`src/inc/time_of_day_pkg.sv`:
```
package time_of_day_pkg;
    // ==========================================================
    // address map, byte wide registers
    localparam logic [15:0] CTRL_BASE     = 16'hCBCC;
    localparam logic [15:0] WRITE_BASE    = 16'hCC00;
    localparam logic [15:0] READ_BASE     = 16'hCC40;
    localparam logic [15:0] INST_STRIDE   = 16'h0100;
    // offsets inside the control block
    localparam logic [7:0]  OFS_CTRL      = 8'h00;
    localparam logic [7:0]  OFS_LOAD_SEL  = 8'h01;
    localparam logic [7:0]  OFS_CAP_SEL   = 8'h02;
    localparam logic [7:0]  OFS_STEP      = 8'h03;
    localparam logic [7:0]  OFS_NUM       = 8'h05;
    localparam logic [7:0]  OFS_DEN       = 8'h07;
    localparam logic [7:0]  OFS_TRIG_ADDR = 8'h09;
    localparam logic [7:0]  OFS_TRIG_EN   = 8'h0B;
    localparam logic [7:0]  OFS_TIMER     = 8'h0C;
    localparam logic [7:0]  OFS_STATUS    = 8'h0E;
    localparam logic [7:0]  OFS_QUEUE     = 8'h0F;
    localparam logic [7:0]  OFS_QUEUE_END = 8'h19;
    // offsets inside the read block
    localparam logic [7:0]  OFS_READ_ARM  = 8'h00;
    localparam logic [7:0]  OFS_READ_TIME = 8'h01;
    // control register fields
    localparam int CTRL_RUN_BIT   = 0;
    localparam int CTRL_CYCLE_BIT = 1;
    localparam int CTRL_TIMER_BIT = 2;
    localparam int STATUS_OVF_BIT = 0;
    // time value layout
    localparam int TIME_BYTES  = 11;
    localparam int TIME_W      = 88;
    localparam int SUB_W       = 8;
    localparam int NS_W        = 32;
    localparam int SEC_W       = 48;
    localparam int SEC_MSB_IDX = 10;
    localparam logic [NS_W-1:0] NS_MAX = 32'h3B9AC9FF;
    localparam logic [NS_W:0]   NS_ONE_SEC = 33'h03B9ACA00;
    // reset values: 10 ns per cycle at 1/256 ns units
    localparam real CLOCK_NS = 10.0;
    localparam logic [15:0] STEP_RESET = 16'(int'(CLOCK_NS * 256.0));
    localparam logic [15:0] NUM_RESET  = 16'h0000;
    localparam logic [15:0] DEN_RESET  = 16'h0001;
    localparam logic [7:0]  CTRL_RESET = 8'h01;

    typedef enum logic [1:0] {
        LOAD_REG   = 2'b00,
        LOAD_SYNC  = 2'b01,
        LOAD_TIMER = 2'b10,
        LOAD_OFF   = 2'b11
    } load_sel_type;

    typedef enum logic [2:0] {
        CAP_NONE  = 3'b000,
        CAP_PPS   = 3'b001,
        CAP_SYNC  = 3'b010,
        CAP_GPIO  = 3'b011,
        CAP_TIMER = 3'b100
    } cap_sel_type;
endpackage

```
`src/hw/time_of_day_accumulator.sv`:
```
// Notes on behaviour
// time is 48 sec, 32 ns, 8 sub-ns
// nanoseconds wrap at one second
// ns wrap increments seconds; sub-ns carries up
// runs on the synthesizer clock, programmable step
// ethernet rates handled by same programmable step
// otherwise ns counts one per clock and wraps into seconds, sub-ns zero
// flexible modulus keeps sub-ns error bounded
// advances on the third channel's clock
// load fires on seconds MSB write
// load completes within two cycles
// read of arm word captures time
// read register updated within one cycle
// selected register access pushes capture queue
// load and capture triggers are selectable
// internal pulse only captures, never loads
// gpio captures only; sync loads or captures
// global timer can load or capture
// four instances, first control at CBCC
// software prefers edge triggers for precision
// sync edge pushes time into queue
// sync edge loads write register value
// global timer counts down, fires at expiry
module time_of_day_accumulator #(
    parameter int          QUEUE_DEPTH = 4,
    parameter logic [1:0]  INSTANCE    = 2'h0
) (
    input  wire logic        clock,
    input  wire logic        rst_n,
    input  wire logic [15:0] addr,
    input  wire logic [7:0]  wdata,
    input  wire logic        wr,
    input  wire logic        rd,
    output logic      [7:0]  rdata,
    input  wire logic        sync_pin,
    input  wire logic        gpio_pin,
    output logic             pps_out,
    output logic             queue_ready
);
    // ==========================================================
    // address decode
    // instance base
    localparam logic [15:0] INST_OFS = 16'(INSTANCE) * time_of_day_pkg::INST_STRIDE;
    localparam logic [15:0] CB = time_of_day_pkg::CTRL_BASE + INST_OFS;
    localparam logic [15:0] WB = time_of_day_pkg::WRITE_BASE + INST_OFS;
    localparam logic [15:0] RB = time_of_day_pkg::READ_BASE + INST_OFS;
    localparam int QW = $clog2(QUEUE_DEPTH);

    // offset within a block of 32 bytes, or all ones when outside
    function automatic logic [7:0] block_ofs(input logic [15:0] a, input logic [15:0] base);
        logic [15:0] d;
        d = a - base;
        block_ofs = (a >= base && d < 16'h0020) ? d[7:0] : 8'hFF;
    endfunction

    logic [7:0] c_ofs;
    logic [7:0] w_ofs;
    logic [7:0] r_ofs;
    assign c_ofs = block_ofs(addr, CB);
    assign w_ofs = block_ofs(addr, WB);
    assign r_ofs = block_ofs(addr, RB);

    // ==========================================================
    // control registers
    logic [7:0]  ctrl_r;
    logic [1:0]  load_sel_r;
    logic [2:0]  cap_sel_r;
    logic [15:0] step_r;
    logic [15:0] num_r;
    logic [15:0] den_r;
    logic [15:0] trig_addr_r;
    logic        trig_en_r;
    logic [15:0] timer_load_r;
    logic        timer_start;
    assign timer_start = wr && c_ofs == time_of_day_pkg::OFS_CTRL && wdata[time_of_day_pkg::CTRL_TIMER_BIT];

    // trigger selection
    always_ff @(posedge clock) begin
        if (!rst_n) begin
            ctrl_r       <= time_of_day_pkg::CTRL_RESET;
            load_sel_r   <= 2'(time_of_day_pkg::LOAD_REG);
            cap_sel_r    <= 3'(time_of_day_pkg::CAP_NONE);
            step_r       <= time_of_day_pkg::STEP_RESET;
            num_r        <= time_of_day_pkg::NUM_RESET;
            den_r        <= time_of_day_pkg::DEN_RESET;
            trig_addr_r  <= 16'h0000;
            trig_en_r    <= 1'b0;
            timer_load_r <= 16'h0000;
        end else if (wr) begin
            case (c_ofs)
                time_of_day_pkg::OFS_CTRL:          ctrl_r <= {5'h00, 1'b0, wdata[1:0]};
                time_of_day_pkg::OFS_LOAD_SEL:      load_sel_r <= wdata[1:0];
                time_of_day_pkg::OFS_CAP_SEL:       cap_sel_r <= wdata[2:0];
                time_of_day_pkg::OFS_STEP:          step_r[7:0] <= wdata;
                time_of_day_pkg::OFS_STEP + 8'h01:  step_r[15:8] <= wdata;
                time_of_day_pkg::OFS_NUM:           num_r[7:0] <= wdata;
                time_of_day_pkg::OFS_NUM + 8'h01:   num_r[15:8] <= wdata;
                time_of_day_pkg::OFS_DEN:           den_r[7:0] <= wdata;
                time_of_day_pkg::OFS_DEN + 8'h01:   den_r[15:8] <= wdata;
                time_of_day_pkg::OFS_TRIG_ADDR:     trig_addr_r[7:0] <= wdata;
                time_of_day_pkg::OFS_TRIG_ADDR + 8'h01: trig_addr_r[15:8] <= wdata;
                time_of_day_pkg::OFS_TRIG_EN:       trig_en_r <= wdata[0];
                time_of_day_pkg::OFS_TIMER:         timer_load_r[7:0] <= wdata;
                time_of_day_pkg::OFS_TIMER + 8'h01: timer_load_r[15:8] <= wdata;
                default: ;
            endcase
        end
    end

    logic run;
    logic cyc_mode;
    assign run      = ctrl_r[time_of_day_pkg::CTRL_RUN_BIT];
    assign cyc_mode = ctrl_r[time_of_day_pkg::CTRL_CYCLE_BIT];

    // ==========================================================
    // pin synchronisers and edge detect
    logic [2:0] sync_sh_r;
    logic [2:0] gpio_sh_r;
    // stage 0 feeds only stage 1; edges compare stages 1 and 2
    always_ff @(posedge clock) begin
        if (!rst_n) begin
            sync_sh_r <= 3'h0;
            gpio_sh_r <= 3'h0;
        end else begin
            sync_sh_r <= {sync_sh_r[1:0], sync_pin};
            gpio_sh_r <= {gpio_sh_r[1:0], gpio_pin};
        end
    end
    logic sync_edge;
    logic gpio_edge;
    assign sync_edge = sync_sh_r[1] && !sync_sh_r[2];
    assign gpio_edge = gpio_sh_r[1] && !gpio_sh_r[2];

    // ==========================================================
    // global countdown timer
    logic [15:0] timer_cnt_r;
    logic        timer_fire;
    assign timer_fire = timer_cnt_r == 16'h0001;
    // countdown per cycle
    always_ff @(posedge clock) begin
        if (!rst_n) begin
            timer_cnt_r <= 16'h0000;
        end else if (timer_start) begin
            timer_cnt_r <= timer_load_r;
        end else if (timer_cnt_r != 16'h0000) begin
            timer_cnt_r <= timer_cnt_r - 16'h0001;
        end
    end

    // ==========================================================
    // write register set and load trigger
    logic [time_of_day_pkg::TIME_W-1:0] wr_time_r;
    logic load_pend_r;
    logic load_go;
    always_ff @(posedge clock) begin
        if (!rst_n) begin
            wr_time_r <= '0;
        end else if (wr && w_ofs < 8'(time_of_day_pkg::TIME_BYTES)) begin
            wr_time_r[w_ofs[3:0]*8 +: 8] <= wdata;
        end
    end
    // seconds MSB write arms the load
    always_ff @(posedge clock) begin
        if (!rst_n) begin
            load_pend_r <= 1'b0;
        end else begin
            load_pend_r <= wr && w_ofs == 8'(time_of_day_pkg::SEC_MSB_IDX)
                           && load_sel_r == 2'(time_of_day_pkg::LOAD_REG);
        end
    end
    // only register write, sync edge or timer load, never pps or gpio
    always_comb begin
        case (load_sel_r)
            2'(time_of_day_pkg::LOAD_REG):   load_go = load_pend_r;
            2'(time_of_day_pkg::LOAD_SYNC):  load_go = sync_edge;
            2'(time_of_day_pkg::LOAD_TIMER): load_go = timer_fire;
            default:                         load_go = 1'b0;
        endcase
    end

    // ==========================================================
    // accumulator
    // seconds, ns, sub-ns fields
    logic [time_of_day_pkg::SEC_W-1:0] sec_r;
    logic [time_of_day_pkg::NS_W-1:0]  ns_r;
    logic [time_of_day_pkg::SUB_W-1:0] sub_r;
    logic [15:0] resid_r;
    logic [time_of_day_pkg::TIME_W-1:0] time_acc;
    assign time_acc = {sec_r, ns_r, sub_r};
    logic [16:0] rsum;
    logic        extra;
    logic [15:0] resid_nxt;
    logic [16:0] units;
    logic [8:0]  sub_sum;
    logic [32:0] ns_sum;
    logic        wrap;
    // flexible modulus: residue carries the fraction of a unit
    always_comb begin
        rsum      = {1'b0, resid_r} + {1'b0, num_r};
        extra     = den_r != 16'h0000 && rsum >= {1'b0, den_r};
        resid_nxt = extra ? 16'(rsum - {1'b0, den_r}) : rsum[15:0];
        units     = {1'b0, step_r} + {16'h0000, extra};
        sub_sum   = {1'b0, sub_r} + {1'b0, units[7:0]};
        // cycle mode adds one nanosecond per clock
        if (cyc_mode) begin
            ns_sum = {1'b0, ns_r} + 33'h000000001;
        end else begin
            // sub-ns carry into nanoseconds
            ns_sum = {1'b0, ns_r} + {24'h000000, units[16:8]} + {32'h00000000, sub_sum[8]};
        end
        wrap = ns_sum > {1'b0, time_of_day_pkg::NS_MAX};
    end

    logic pps_evt;
    assign pps_evt = run && !load_go && wrap;

    // advances once per synthesizer clock of the third channel
    always_ff @(posedge clock) begin
        if (!rst_n) begin
            sec_r   <= '0;
            ns_r    <= '0;
            sub_r   <= '0;
            resid_r <= 16'h0000;
        end else if (load_go) begin
            // load takes effect at this edge
            sec_r   <= wr_time_r[87:40];
            ns_r    <= wr_time_r[39:8];
            sub_r   <= cyc_mode ? 8'h00 : wr_time_r[7:0];
            resid_r <= 16'h0000;
        end else if (run) begin
            // wrap at one second
            if (wrap) begin
                ns_r  <= 32'(ns_sum - time_of_day_pkg::NS_ONE_SEC);
                // seconds increment
                sec_r <= sec_r + 48'h000000000001;
            end else begin
                ns_r <= ns_sum[31:0];
            end
            sub_r   <= cyc_mode ? 8'h00 : sub_sum[7:0];
            resid_r <= cyc_mode ? 16'h0000 : resid_nxt;
        end else if (cyc_mode) begin
            sub_r <= 8'h00;
        end
    end

    // ==========================================================
    // capture into read register and queue
    logic cap_evt;
    // capture source choice
    always_comb begin
        case (cap_sel_r)
            3'(time_of_day_pkg::CAP_PPS):   cap_evt = pps_evt;
            3'(time_of_day_pkg::CAP_SYNC):  cap_evt = sync_edge;
            3'(time_of_day_pkg::CAP_GPIO):  cap_evt = gpio_edge;
            3'(time_of_day_pkg::CAP_TIMER): cap_evt = timer_fire;
            default:                        cap_evt = 1'b0;
        endcase
    end
    logic arm_read;
    assign arm_read = rd && r_ofs == time_of_day_pkg::OFS_READ_ARM;

    logic [time_of_day_pkg::TIME_W-1:0] rd_time_r;
    // arm read latches the accumulator at the same edge
    always_ff @(posedge clock) begin
        if (!rst_n) begin
            rd_time_r <= '0;
        end else if (arm_read || cap_evt) begin
            rd_time_r <= time_acc;
        end
    end

    logic [time_of_day_pkg::TIME_W-1:0] q_mem [QUEUE_DEPTH];
    logic [QW-1:0] q_wp_r;
    logic [QW-1:0] q_rp_r;
    logic [QW:0]   q_cnt_r;
    logic          ovf_r;
    logic csr_hit;
    logic push;
    logic pop;
    logic q_full;
    // any access at the chosen address captures
    assign csr_hit = trig_en_r && (rd || wr) && addr == trig_addr_r;
    assign q_full  = q_cnt_r == (QW+1)'(QUEUE_DEPTH);
    // selected edges also feed the queue
    assign push    = (csr_hit || cap_evt) && !q_full;
    assign pop     = rd && c_ofs == time_of_day_pkg::OFS_QUEUE_END && q_cnt_r != '0;

    always_ff @(posedge clock) begin
        if (push) begin
            q_mem[q_wp_r] <= time_acc;
        end
    end
    // pointers wrap with the depth; depth must be a power of two
    always_ff @(posedge clock) begin
        if (!rst_n) begin
            q_wp_r  <= '0;
            q_rp_r  <= '0;
            q_cnt_r <= '0;
        end else begin
            if (push) begin
                q_wp_r <= q_wp_r + QW'(1);
            end
            if (pop) begin
                q_rp_r <= q_rp_r + QW'(1);
            end
            q_cnt_r <= q_cnt_r + (QW+1)'(push) - (QW+1)'(pop);
        end
    end
    // overflow is sticky; a new overflow wins over the clear
    always_ff @(posedge clock) begin
        if (!rst_n) begin
            ovf_r <= 1'b0;
        end else if ((csr_hit || cap_evt) && q_full) begin
            ovf_r <= 1'b1;
        end else if (wr && c_ofs == time_of_day_pkg::OFS_STATUS && wdata[time_of_day_pkg::STATUS_OVF_BIT]) begin
            ovf_r <= 1'b0;
        end
    end

    // ==========================================================
    // read data and outputs
    logic [7:0] rdata_nxt;
    logic [7:0] qi;
    logic [7:0] ri;
    always_comb begin
        qi = c_ofs - time_of_day_pkg::OFS_QUEUE;
        ri = r_ofs - time_of_day_pkg::OFS_READ_TIME;
        rdata_nxt = 8'h00;
        if (c_ofs >= time_of_day_pkg::OFS_QUEUE && c_ofs <= time_of_day_pkg::OFS_QUEUE_END) begin
            rdata_nxt = q_mem[q_rp_r][qi[3:0]*8 +: 8];
        end else if (r_ofs >= time_of_day_pkg::OFS_READ_TIME
                     && ri < 8'(time_of_day_pkg::TIME_BYTES)) begin
            rdata_nxt = rd_time_r[ri[3:0]*8 +: 8];
        end else if (w_ofs < 8'(time_of_day_pkg::TIME_BYTES)) begin
            rdata_nxt = wr_time_r[w_ofs[3:0]*8 +: 8];
        end else begin
            case (c_ofs)
                time_of_day_pkg::OFS_CTRL:              rdata_nxt = ctrl_r;
                time_of_day_pkg::OFS_LOAD_SEL:          rdata_nxt = {6'h00, load_sel_r};
                time_of_day_pkg::OFS_CAP_SEL:           rdata_nxt = {5'h00, cap_sel_r};
                time_of_day_pkg::OFS_STEP:              rdata_nxt = step_r[7:0];
                time_of_day_pkg::OFS_STEP + 8'h01:      rdata_nxt = step_r[15:8];
                time_of_day_pkg::OFS_NUM:               rdata_nxt = num_r[7:0];
                time_of_day_pkg::OFS_NUM + 8'h01:       rdata_nxt = num_r[15:8];
                time_of_day_pkg::OFS_DEN:               rdata_nxt = den_r[7:0];
                time_of_day_pkg::OFS_DEN + 8'h01:       rdata_nxt = den_r[15:8];
                time_of_day_pkg::OFS_TRIG_ADDR:         rdata_nxt = trig_addr_r[7:0];
                time_of_day_pkg::OFS_TRIG_ADDR + 8'h01: rdata_nxt = trig_addr_r[15:8];
                time_of_day_pkg::OFS_TRIG_EN:           rdata_nxt = {7'h00, trig_en_r};
                time_of_day_pkg::OFS_TIMER:             rdata_nxt = timer_load_r[7:0];
                time_of_day_pkg::OFS_TIMER + 8'h01:     rdata_nxt = timer_load_r[15:8];
                time_of_day_pkg::OFS_STATUS:            rdata_nxt = {4'(q_cnt_r), 3'h0, ovf_r};
                default:                                rdata_nxt = 8'h00;
            endcase
        end
    end
    // registered answer; data only meaningful the cycle after rd
    always_ff @(posedge clock) begin
        if (!rst_n) begin
            rdata       <= 8'h00;
            pps_out     <= 1'b0;
            queue_ready <= 1'b0;
        end else begin
            rdata       <= rd ? rdata_nxt : 8'h00;
            pps_out     <= pps_evt;
            queue_ready <= (q_cnt_r + (QW+1)'(push) - (QW+1)'(pop)) != '0;
        end
    end
endmodule

```
`config.mk`:
```
export PLATFORM = sky130hd
export DESIGN_NAME = time_of_day_accumulator
export DESIGN_NICKNAME = d
export VERILOG_FILES = /design/src/inc/time_of_day_pkg.sv /design/src/hw/time_of_day_accumulator.sv
export SDC_FILE = /design/constraint.sdc
export NUM_CORES = 2
export LEC_CHECK = 0
export ABC_AREA = 1
export BUFFER_PORTS_ARGS = -buffer_cell sky130_fd_sc_hd__buf_2
export CAP_MARGIN = 15
export CORE_UTILIZATION = 60
export DETAILED_ROUTE_END_ITERATION = 10
export PLACE_DENSITY = 0.84
export SYNTH_ARGS = -nofsm -noshare
export SYNTH_HDL_FRONTEND = slang
export SYNTH_SLANG_ARGS = --single-unit
```
`constraint.sdc`:
```
create_clock -name clock -period 15.2 [get_ports clock]
set_input_delay 1.52 -clock clock [delete_from_list [all_inputs] [get_ports clock]]
set_output_delay 1.52 -clock clock [all_outputs]
set_load 0.05 [all_outputs]
```
# After elaboration in Yosys (flattened, before gate mapping)
# Memory sizes are Yosys's and may differ from the RTL's. A register that Yosys moved wholly into a read port is not among the register bits.
# Cells that the tools add are included.
# Widths: inputs -> output; s select.
[word_totals] n_memories=1 ff_bits=409 output_inout_bits=10 in_bits=30 romBits=0 mem_bits_rw=352 elab_cells=188 latchBits=0
[classes] reduce_logical=60 div_mod_pow=0 multipliers=0 n_shift=5 n_lt_le_gt_ge=13 mux=32 bitwise_logic=1 n_eq_ne=25 addsub=20
[memory_table] memory="q_mem" words=4 width=88 rd=1 rd_ports_with_merged_regs=1 wr=1 line_no="time_of_day_accumulator.sv:272" rtl="logic [time_of_day_pkg::TIME_W-1:0] q_mem [QUEUE_DEPTH];"
[ops] operator="$shiftx 88x8->8" n=3
[ops] operator="$mux 48" n=3
[ops] operator="$pmux 8 s15" n=1
[ops] operator="$mux 32" n=3
[ops] operator="$bwmux 88" n=1
[ops] operator="$mux 8" n=11
[ops] operator="$shift 8x34->88 const A" n=1
[ops] operator="$shiftx 8x34->88" n=1
[ops] operator="$eq 8x4->1 const B" n=8
[ops] operator="$mux 16" n=4
[ops] operator="$add 48x1->48 const B" n=1
[ops] operator="$ge 16x16->1 const B" n=3
[ops] operator="$lt 16x6->1 const B" n=3
[ops] operator="$sub 16x16->16 const B" n=3
[ops] operator="$neg 7->34" n=1
[ops] operator="$add 32x1->33 const B" n=1
[ops] operator="$add 32x9->33" n=1
[ops] operator="$add 33x1->33" n=1
[ops] operator="$gt 33x30->1 const B" n=1
[ops] operator="$mux 33" n=1
[ops] operator="$eq 8x3->1 const B" n=4
[ops] operator="$reduce_and 2->1" n=16
[ops] operator="$reduce_bool 16->1" n=2
[ops] operator="$sub 32x30->32 const B" n=1
[ops] operator="other kinds (38)" n=81

# Longest topological paths before layout
[logic_depth] ltp_word=15 depth_mapped=70 depth_no_buf=69

# Worst setup path after synthesis
# Ideal clock, no wire load.
[synth_path] kind="flip-flop to flip-flop" startpoint="register num_r[0]" endpoint="memory q_mem[0][0] (netlist name), enable pin" required_ns=14.665 setup_ns=0.535 setup_slack_ns=3.109 n_path_buf=1 synth_period_minus_slack_ns=12.091 stages_incl_launch_ff=62 arrival_ns=11.556 path_cell_list="dfxtp_1 -> ha_1 -> inv_1 -> fa_1 -> nor2_1 -> o21ai_0 -> nand2_1 -> nand2_1 -> nand2_1 -> a21oi_1 -> o21bai_1 -> a21boi_0 -> o21ai_0 -> xor2_1 -> inv_1 -> ha_1 -> nand2_1 -> nor2_1 -> [... 26 more ...] -> nand2_1 -> nand3_1 -> nand2_1 -> nand2_1 -> nand2_1 -> xor2_1 -> ha_1 -> inv_1 -> a21oi_1 -> nand2_1 -> o21ai_2 -> inv_1 -> nand3_1 -> nand3_1 -> nand4_2 -> nand3_1 -> nand2_1 -> nor2_1"
[synth_via] elab_chain_cells=14 elab_cells_between_ends=15 classes_between="add/sub: 5; order compare: 2; mux: 4; reduce/logical: 4"
[synth_rtl] element="start, declared" line_no="time_of_day_accumulator.sv:69" rtl="logic [15:0] num_r;"
[synth_rtl] element="start signal, assigned" line_no="time_of_day_accumulator.sv:84" rtl="num_r <= time_of_day_pkg::NUM_RESET;"
[synth_rtl] element="start signal, assigned" line_no="time_of_day_accumulator.sv:96" rtl="time_of_day_pkg::OFS_NUM: num_r[7:0] <= wdata;"
[synth_rtl] element="$add 16x16->17 (*)" line_no="time_of_day_accumulator.sv:199" rtl="rsum = {1'b0, resid_r} + {1'b0, num_r};"
[synth_rtl] element="$ge 17x16->1 (*)" line_no="time_of_day_accumulator.sv:200" rtl="extra = den_r != 16'h0000 && rsum >= {1'b0, den_r};"
[synth_rtl] element="$logic_and 1x1->1 (*)" line_no="time_of_day_accumulator.sv:200"
[synth_rtl] element="$add 16x1->17 (*)" line_no="time_of_day_accumulator.sv:202" rtl="units = {1'b0, step_r} + {16'h0000, extra};"
[synth_rtl] element="$add 32x9->33 or $add 8x8->9 (tied branches)" line_no="time_of_day_accumulator.sv:209, time_of_day_accumulator.sv:203"
[synth_rtl] element="$add 33x1->33 (*)" line_no="time_of_day_accumulator.sv:209" rtl="ns_sum = {1'b0, ns_r} + {24'h000000, units[16:8]} + {32'h00000000, sub_sum[8]};"
[synth_rtl] element="$mux 33 (*)" line_no="time_of_day_accumulator.sv:205" rtl="if (cyc_mode) begin"
[synth_rtl] element="$gt 33x30->1 (*)" line_no="time_of_day_accumulator.sv:211" rtl="wrap = ns_sum > {1'b0, time_of_day_pkg::NS_MAX};"
[synth_rtl] element="$logic_and 1x1->1 (*)" line_no="time_of_day_accumulator.sv:215" rtl="assign pps_evt = run && !load_go && wrap;"
[synth_rtl] element="$pmux 1 s4 (*)" line_no="time_of_day_accumulator.sv:251" rtl="case (cap_sel_r)"
[synth_rtl] element="$logic_or 1x1->1 (*)" line_no="time_of_day_accumulator.sv:285" rtl="assign push = (csr_hit || cap_evt) && !q_full;"
[synth_rtl] element="$logic_and 1x1->1 (*)" line_no="time_of_day_accumulator.sv:285"
[synth_rtl] element="$mux 1 (*)" line_no="time_of_day_accumulator.sv:289" rtl="if (push) begin"
[synth_rtl] element="$mux 1 (implied by the code) (*)" line_no="time_of_day_accumulator.sv:290" rtl="q_mem[q_wp_r] <= time_acc;"
[synth_rtl] element="end, declared" line_no="time_of_day_accumulator.sv:272"
# Mark *: on every way between the ends. The rest lies on a longest branch, timed or not.

# Worst setup path in the final report
[layout_path] startpoint="register num_r[0]" endpoint="memory q_mem[0][84] (netlist name), enable pin"
# Same word-level chain as after synthesis.

==> impl_metrics.py <==
metrics = {
    "synth": {
        "yosys_register_bits": 763,
        "synth_edf_count": 352,
        "synth.mux.area_fraction": 0,
        "yosys.area_share.simple": 0.2493,
        "synth_area_mm2": 0.04043,
        "synthDistinctLibCells": 61,
        "synth_top_family_by_area": "simple AND/OR/NAND/NOR gates",
        "avgSynthCellArea_um2": 7.734,
        "synth_seq_area_share": 0.4650,
        "synth_compound_gate_area_share": 0.1622,
        "synth_ff_type": "dfxtp_1",
        "async_flop_share": 0,
        "syn_inst": 5227,
        "yosysWarnings": 0,
        "synth_xor_area_frac": 0.02510,
        "synth.net_count": 5344,
        "synth_fa_ha_area_frac": 0.02804,
    },
    "clock_network": {
        "post-cts-setup-buffers": 0,
        "cts-root-buf": "clkbuf_16",
        "cts.sinks": 763,
        "htreeDepth": 3,
        "cts_inserted_buffers": 80,
        "clk_latency_ns": 0.68,
        "cts_resized": 0,
        "clk_pin_slew_ns": 0.06,
        "holdBufCountCts": 0,
        "clock_path_buffers": 3,
        "cts_tree": "yes",
    },
    "layout": {
        "layout.cells.most_common_list": "1,251 x nand2_1, 605 x nor2_1, 429 x inv_1",
        "final_common_cell": "nand2_1",
        "fin_util": 0.6626,
        "design_area_mm2": 0.04387,
        "diodes": 0,
        "drive_gt1_frac": 0.06261,
        "fillers": 5476,
        "syn_to_final_growth_pct": 8.530,
        "nets": 5241,
    },
    "floorplanning": {
        "ios": 40,
        "start_util": 0.6105,
        "core_mm2": 0.06622,
        "die_y_um": 261.6,
        "die_w_um": 261.6,
        "rows": 94,
        "dieArea_mm2": 0.06842,
    },
    "place": {
        "hpwl_mm": 93.72,
        "port_buffers": 39,
        "place_area_mm2": 0.04093,
        "gp_congestion": 1.075,
    },
    "worst_setup_path": {
        "required_ns": 15.49,
        "max_stage_delay_ns": 0.82,
        "crit_type": "flop to flop",
        "worstPathArrival_ns": 11.92,
        "setup.worst_path.end_class": "flop",
        "crit_path_start_kind": "flop",
        "worst_path_max_delay_cell": "nor2_4",
        "path_common_cell": "nand2_1",
        "path_max_fanout": 60,
    },
    "global_route": {
        "first_global_vias": 34490,
        "grt_first_pass_wirelength_mm": 200.0,
        "grt_max_degree": 104,
        "grt_usage": 0.3825,
        "grt.overflow.total": 0,
        "antenna_found_initial": 1,
    },
    "sta": {
        "finalHoldWorstSlack_ns": 0.4154,
        "fmax_mhz": 86.01,
        "post-route-min-period_ns": 11.63,
        "finalHoldViolCount": 0,
        "rsz0062_at_grt": "false",
        "slew_viol_final": 0,
        "worst_pin_slew_ns": 1.240,
        "setup_viol_count_final": 0,
        "period_share": 0.7649,
        "skew_ns": 0.03884,
        "fin_setup_tns_ns": 0,
        "slew_headroom": 0.1735,
    },
    "power_and_ir_drop": {
        "p_leak_nw": 16.86,
        "power_density_mw_per_mm2": 106.6,
        "vdd_drop_max_mv": 0.1268,
    },
    "routing": {
        "via_per_inst": 6.276,
        "drc_errors": 0,
        "vias": 38000,
        "drtIter0Drc": 5558,
        "drt_pass1_iterations": 8,
        "wl_mm": 133.2,
        "antenna_left": 0,
        "route.detailed.wl_per_inst_um": 21.99,
    },
    "outcome": {
        "status": "complete, no violations",
    },
    "flow_run": {
        "drv_cap": 0,
    },
    "hold_path": {
        "hold_class": "flop to flop",
    },
}
cells in the mapped netlist, drive strengths merged (53+ instances only):
| cell | instances | share of area |
|---|---|---|
| dfxtp | 411 | 0.20 |
| o211ai | 83 | 0.015 |
| a211oi | 53 | 0.0098 |
| nor3 | 83 | 0.011 |
| xor2 | 101 | 0.022 |
| o21ai | 381 | 0.047 |
| nor2 | 637 | 0.061 |
| nand2 | 1268 | 0.12 |
| edfxtp | 352 | 0.26 |
| clkbuf | 198 | 0.018 |
| buf | 60 | 0.0093 |
| ha | 81 | 0.025 |
| nand3 | 290 | 0.036 |
| inv | 451 | 0.042 |
| nand4 | 70 | 0.011 |
| a21oi | 411 | 0.051 |
per-stage QoR:
| stage | worst slack, ns | total power, mW | instances |
|---|---|---|---|
| 3_3_place_gp | 4.084 | 2.532 | 5906 |
| 5_1_grt | 2.630 | 4.784 | 6055 |
| 2_1_floorplan | 3.109 | 2.450 | 5227 |
| 4_1_cts | 3.755 | 4.656 | 6055 |
| 6_report | 3.573 | 4.675 | 6055 |
| 3_5_place_dp | 3.834 | 2.535 | 5906 |
area by class of cell:
| class | count | area (um2) | share of cell area |
|---|---|---|---|
| well taps | 864 | 1081 | 0.02464 |
| flip-flops and latches | 763 | 18810 | 0.4286 |
| multi-input cells | 3747 | 18850 | 0.4297 |
| inverters | 459 | 1732 | 0.03947 |
| clock inverters | 47 | 749.5 | 0.01708 |
| repair buffers | 73 | 456.7 | 0.01041 |
| clock buffers | 102 | 2196 | 0.05005 |
metal layers:
metal  wire length (um)  up-vias  track usage
li1                   -    17510            -
met1              51830    17540       0.5182
met2              57680     2450       0.5783
met3              15590      493      0.06891
met4               8058        2       0.2167
met5                 13        -            0
flip-flops by register name (all words and copies together) (netlist names), 2 cells and up, named ones only:
register      count
cap_sel_r         3
ctrl_r            2
den_r            16
gpio_sh_r         3
load_sel_r        2
ns_r             32
num_r            16
q_cnt_r           3
q_mem           352
q_rp_r            2
q_wp_r            2
rd_time_r        88
rdata             8
resid_r          16
sec_r            48
step_r           16
sub_r             8
sync_sh_r         3
timer_cnt_r      16
timer_load_r     16
trig_addr_r      16
wr_time_r        88
worst paths after layout:
kind / startpoint / endpoint / slack (ns) / cells after the start
worst min-delay path: sync_sh_r[0] / sync_sh_r[1] / 0.42 / 2
worst min register to register: sync_sh_r[0] / sync_sh_r[1] / 0.42 / 2
worst max-delay path: num_r[0] / q_mem[0][84] / 3.57 / 61
worst max register to register: num_r[0] / q_mem[0][84] / 3.57 / 61
where the power goes:
group / leakage [nW] / internal (mW) / switching (mW)
Combinational: 8.85 / 0.0902 / 0.209
Sequential: 6.57 / 2.16 / 0.0427
Clock: 1.43 / 1.28 / 0.887
cells by family after synthesis:
family,Yosys count
fa+ha+maj,87
xor+xnor,115
buf+inv,717
simple gates,2418
flops,763
compound gates,1127
worst max-delay path: cells and delay by family (launching register included):
family	cells	cell delay (ns)
compound gates	12	1.60
flops	1	0.35
buf+inv	10	1.58
xor+xnor	2	0.42
fa+ha+maj	8	2.49
simple gates	29	4.69
Note: power is estimated with default switching activity, not from simulation.
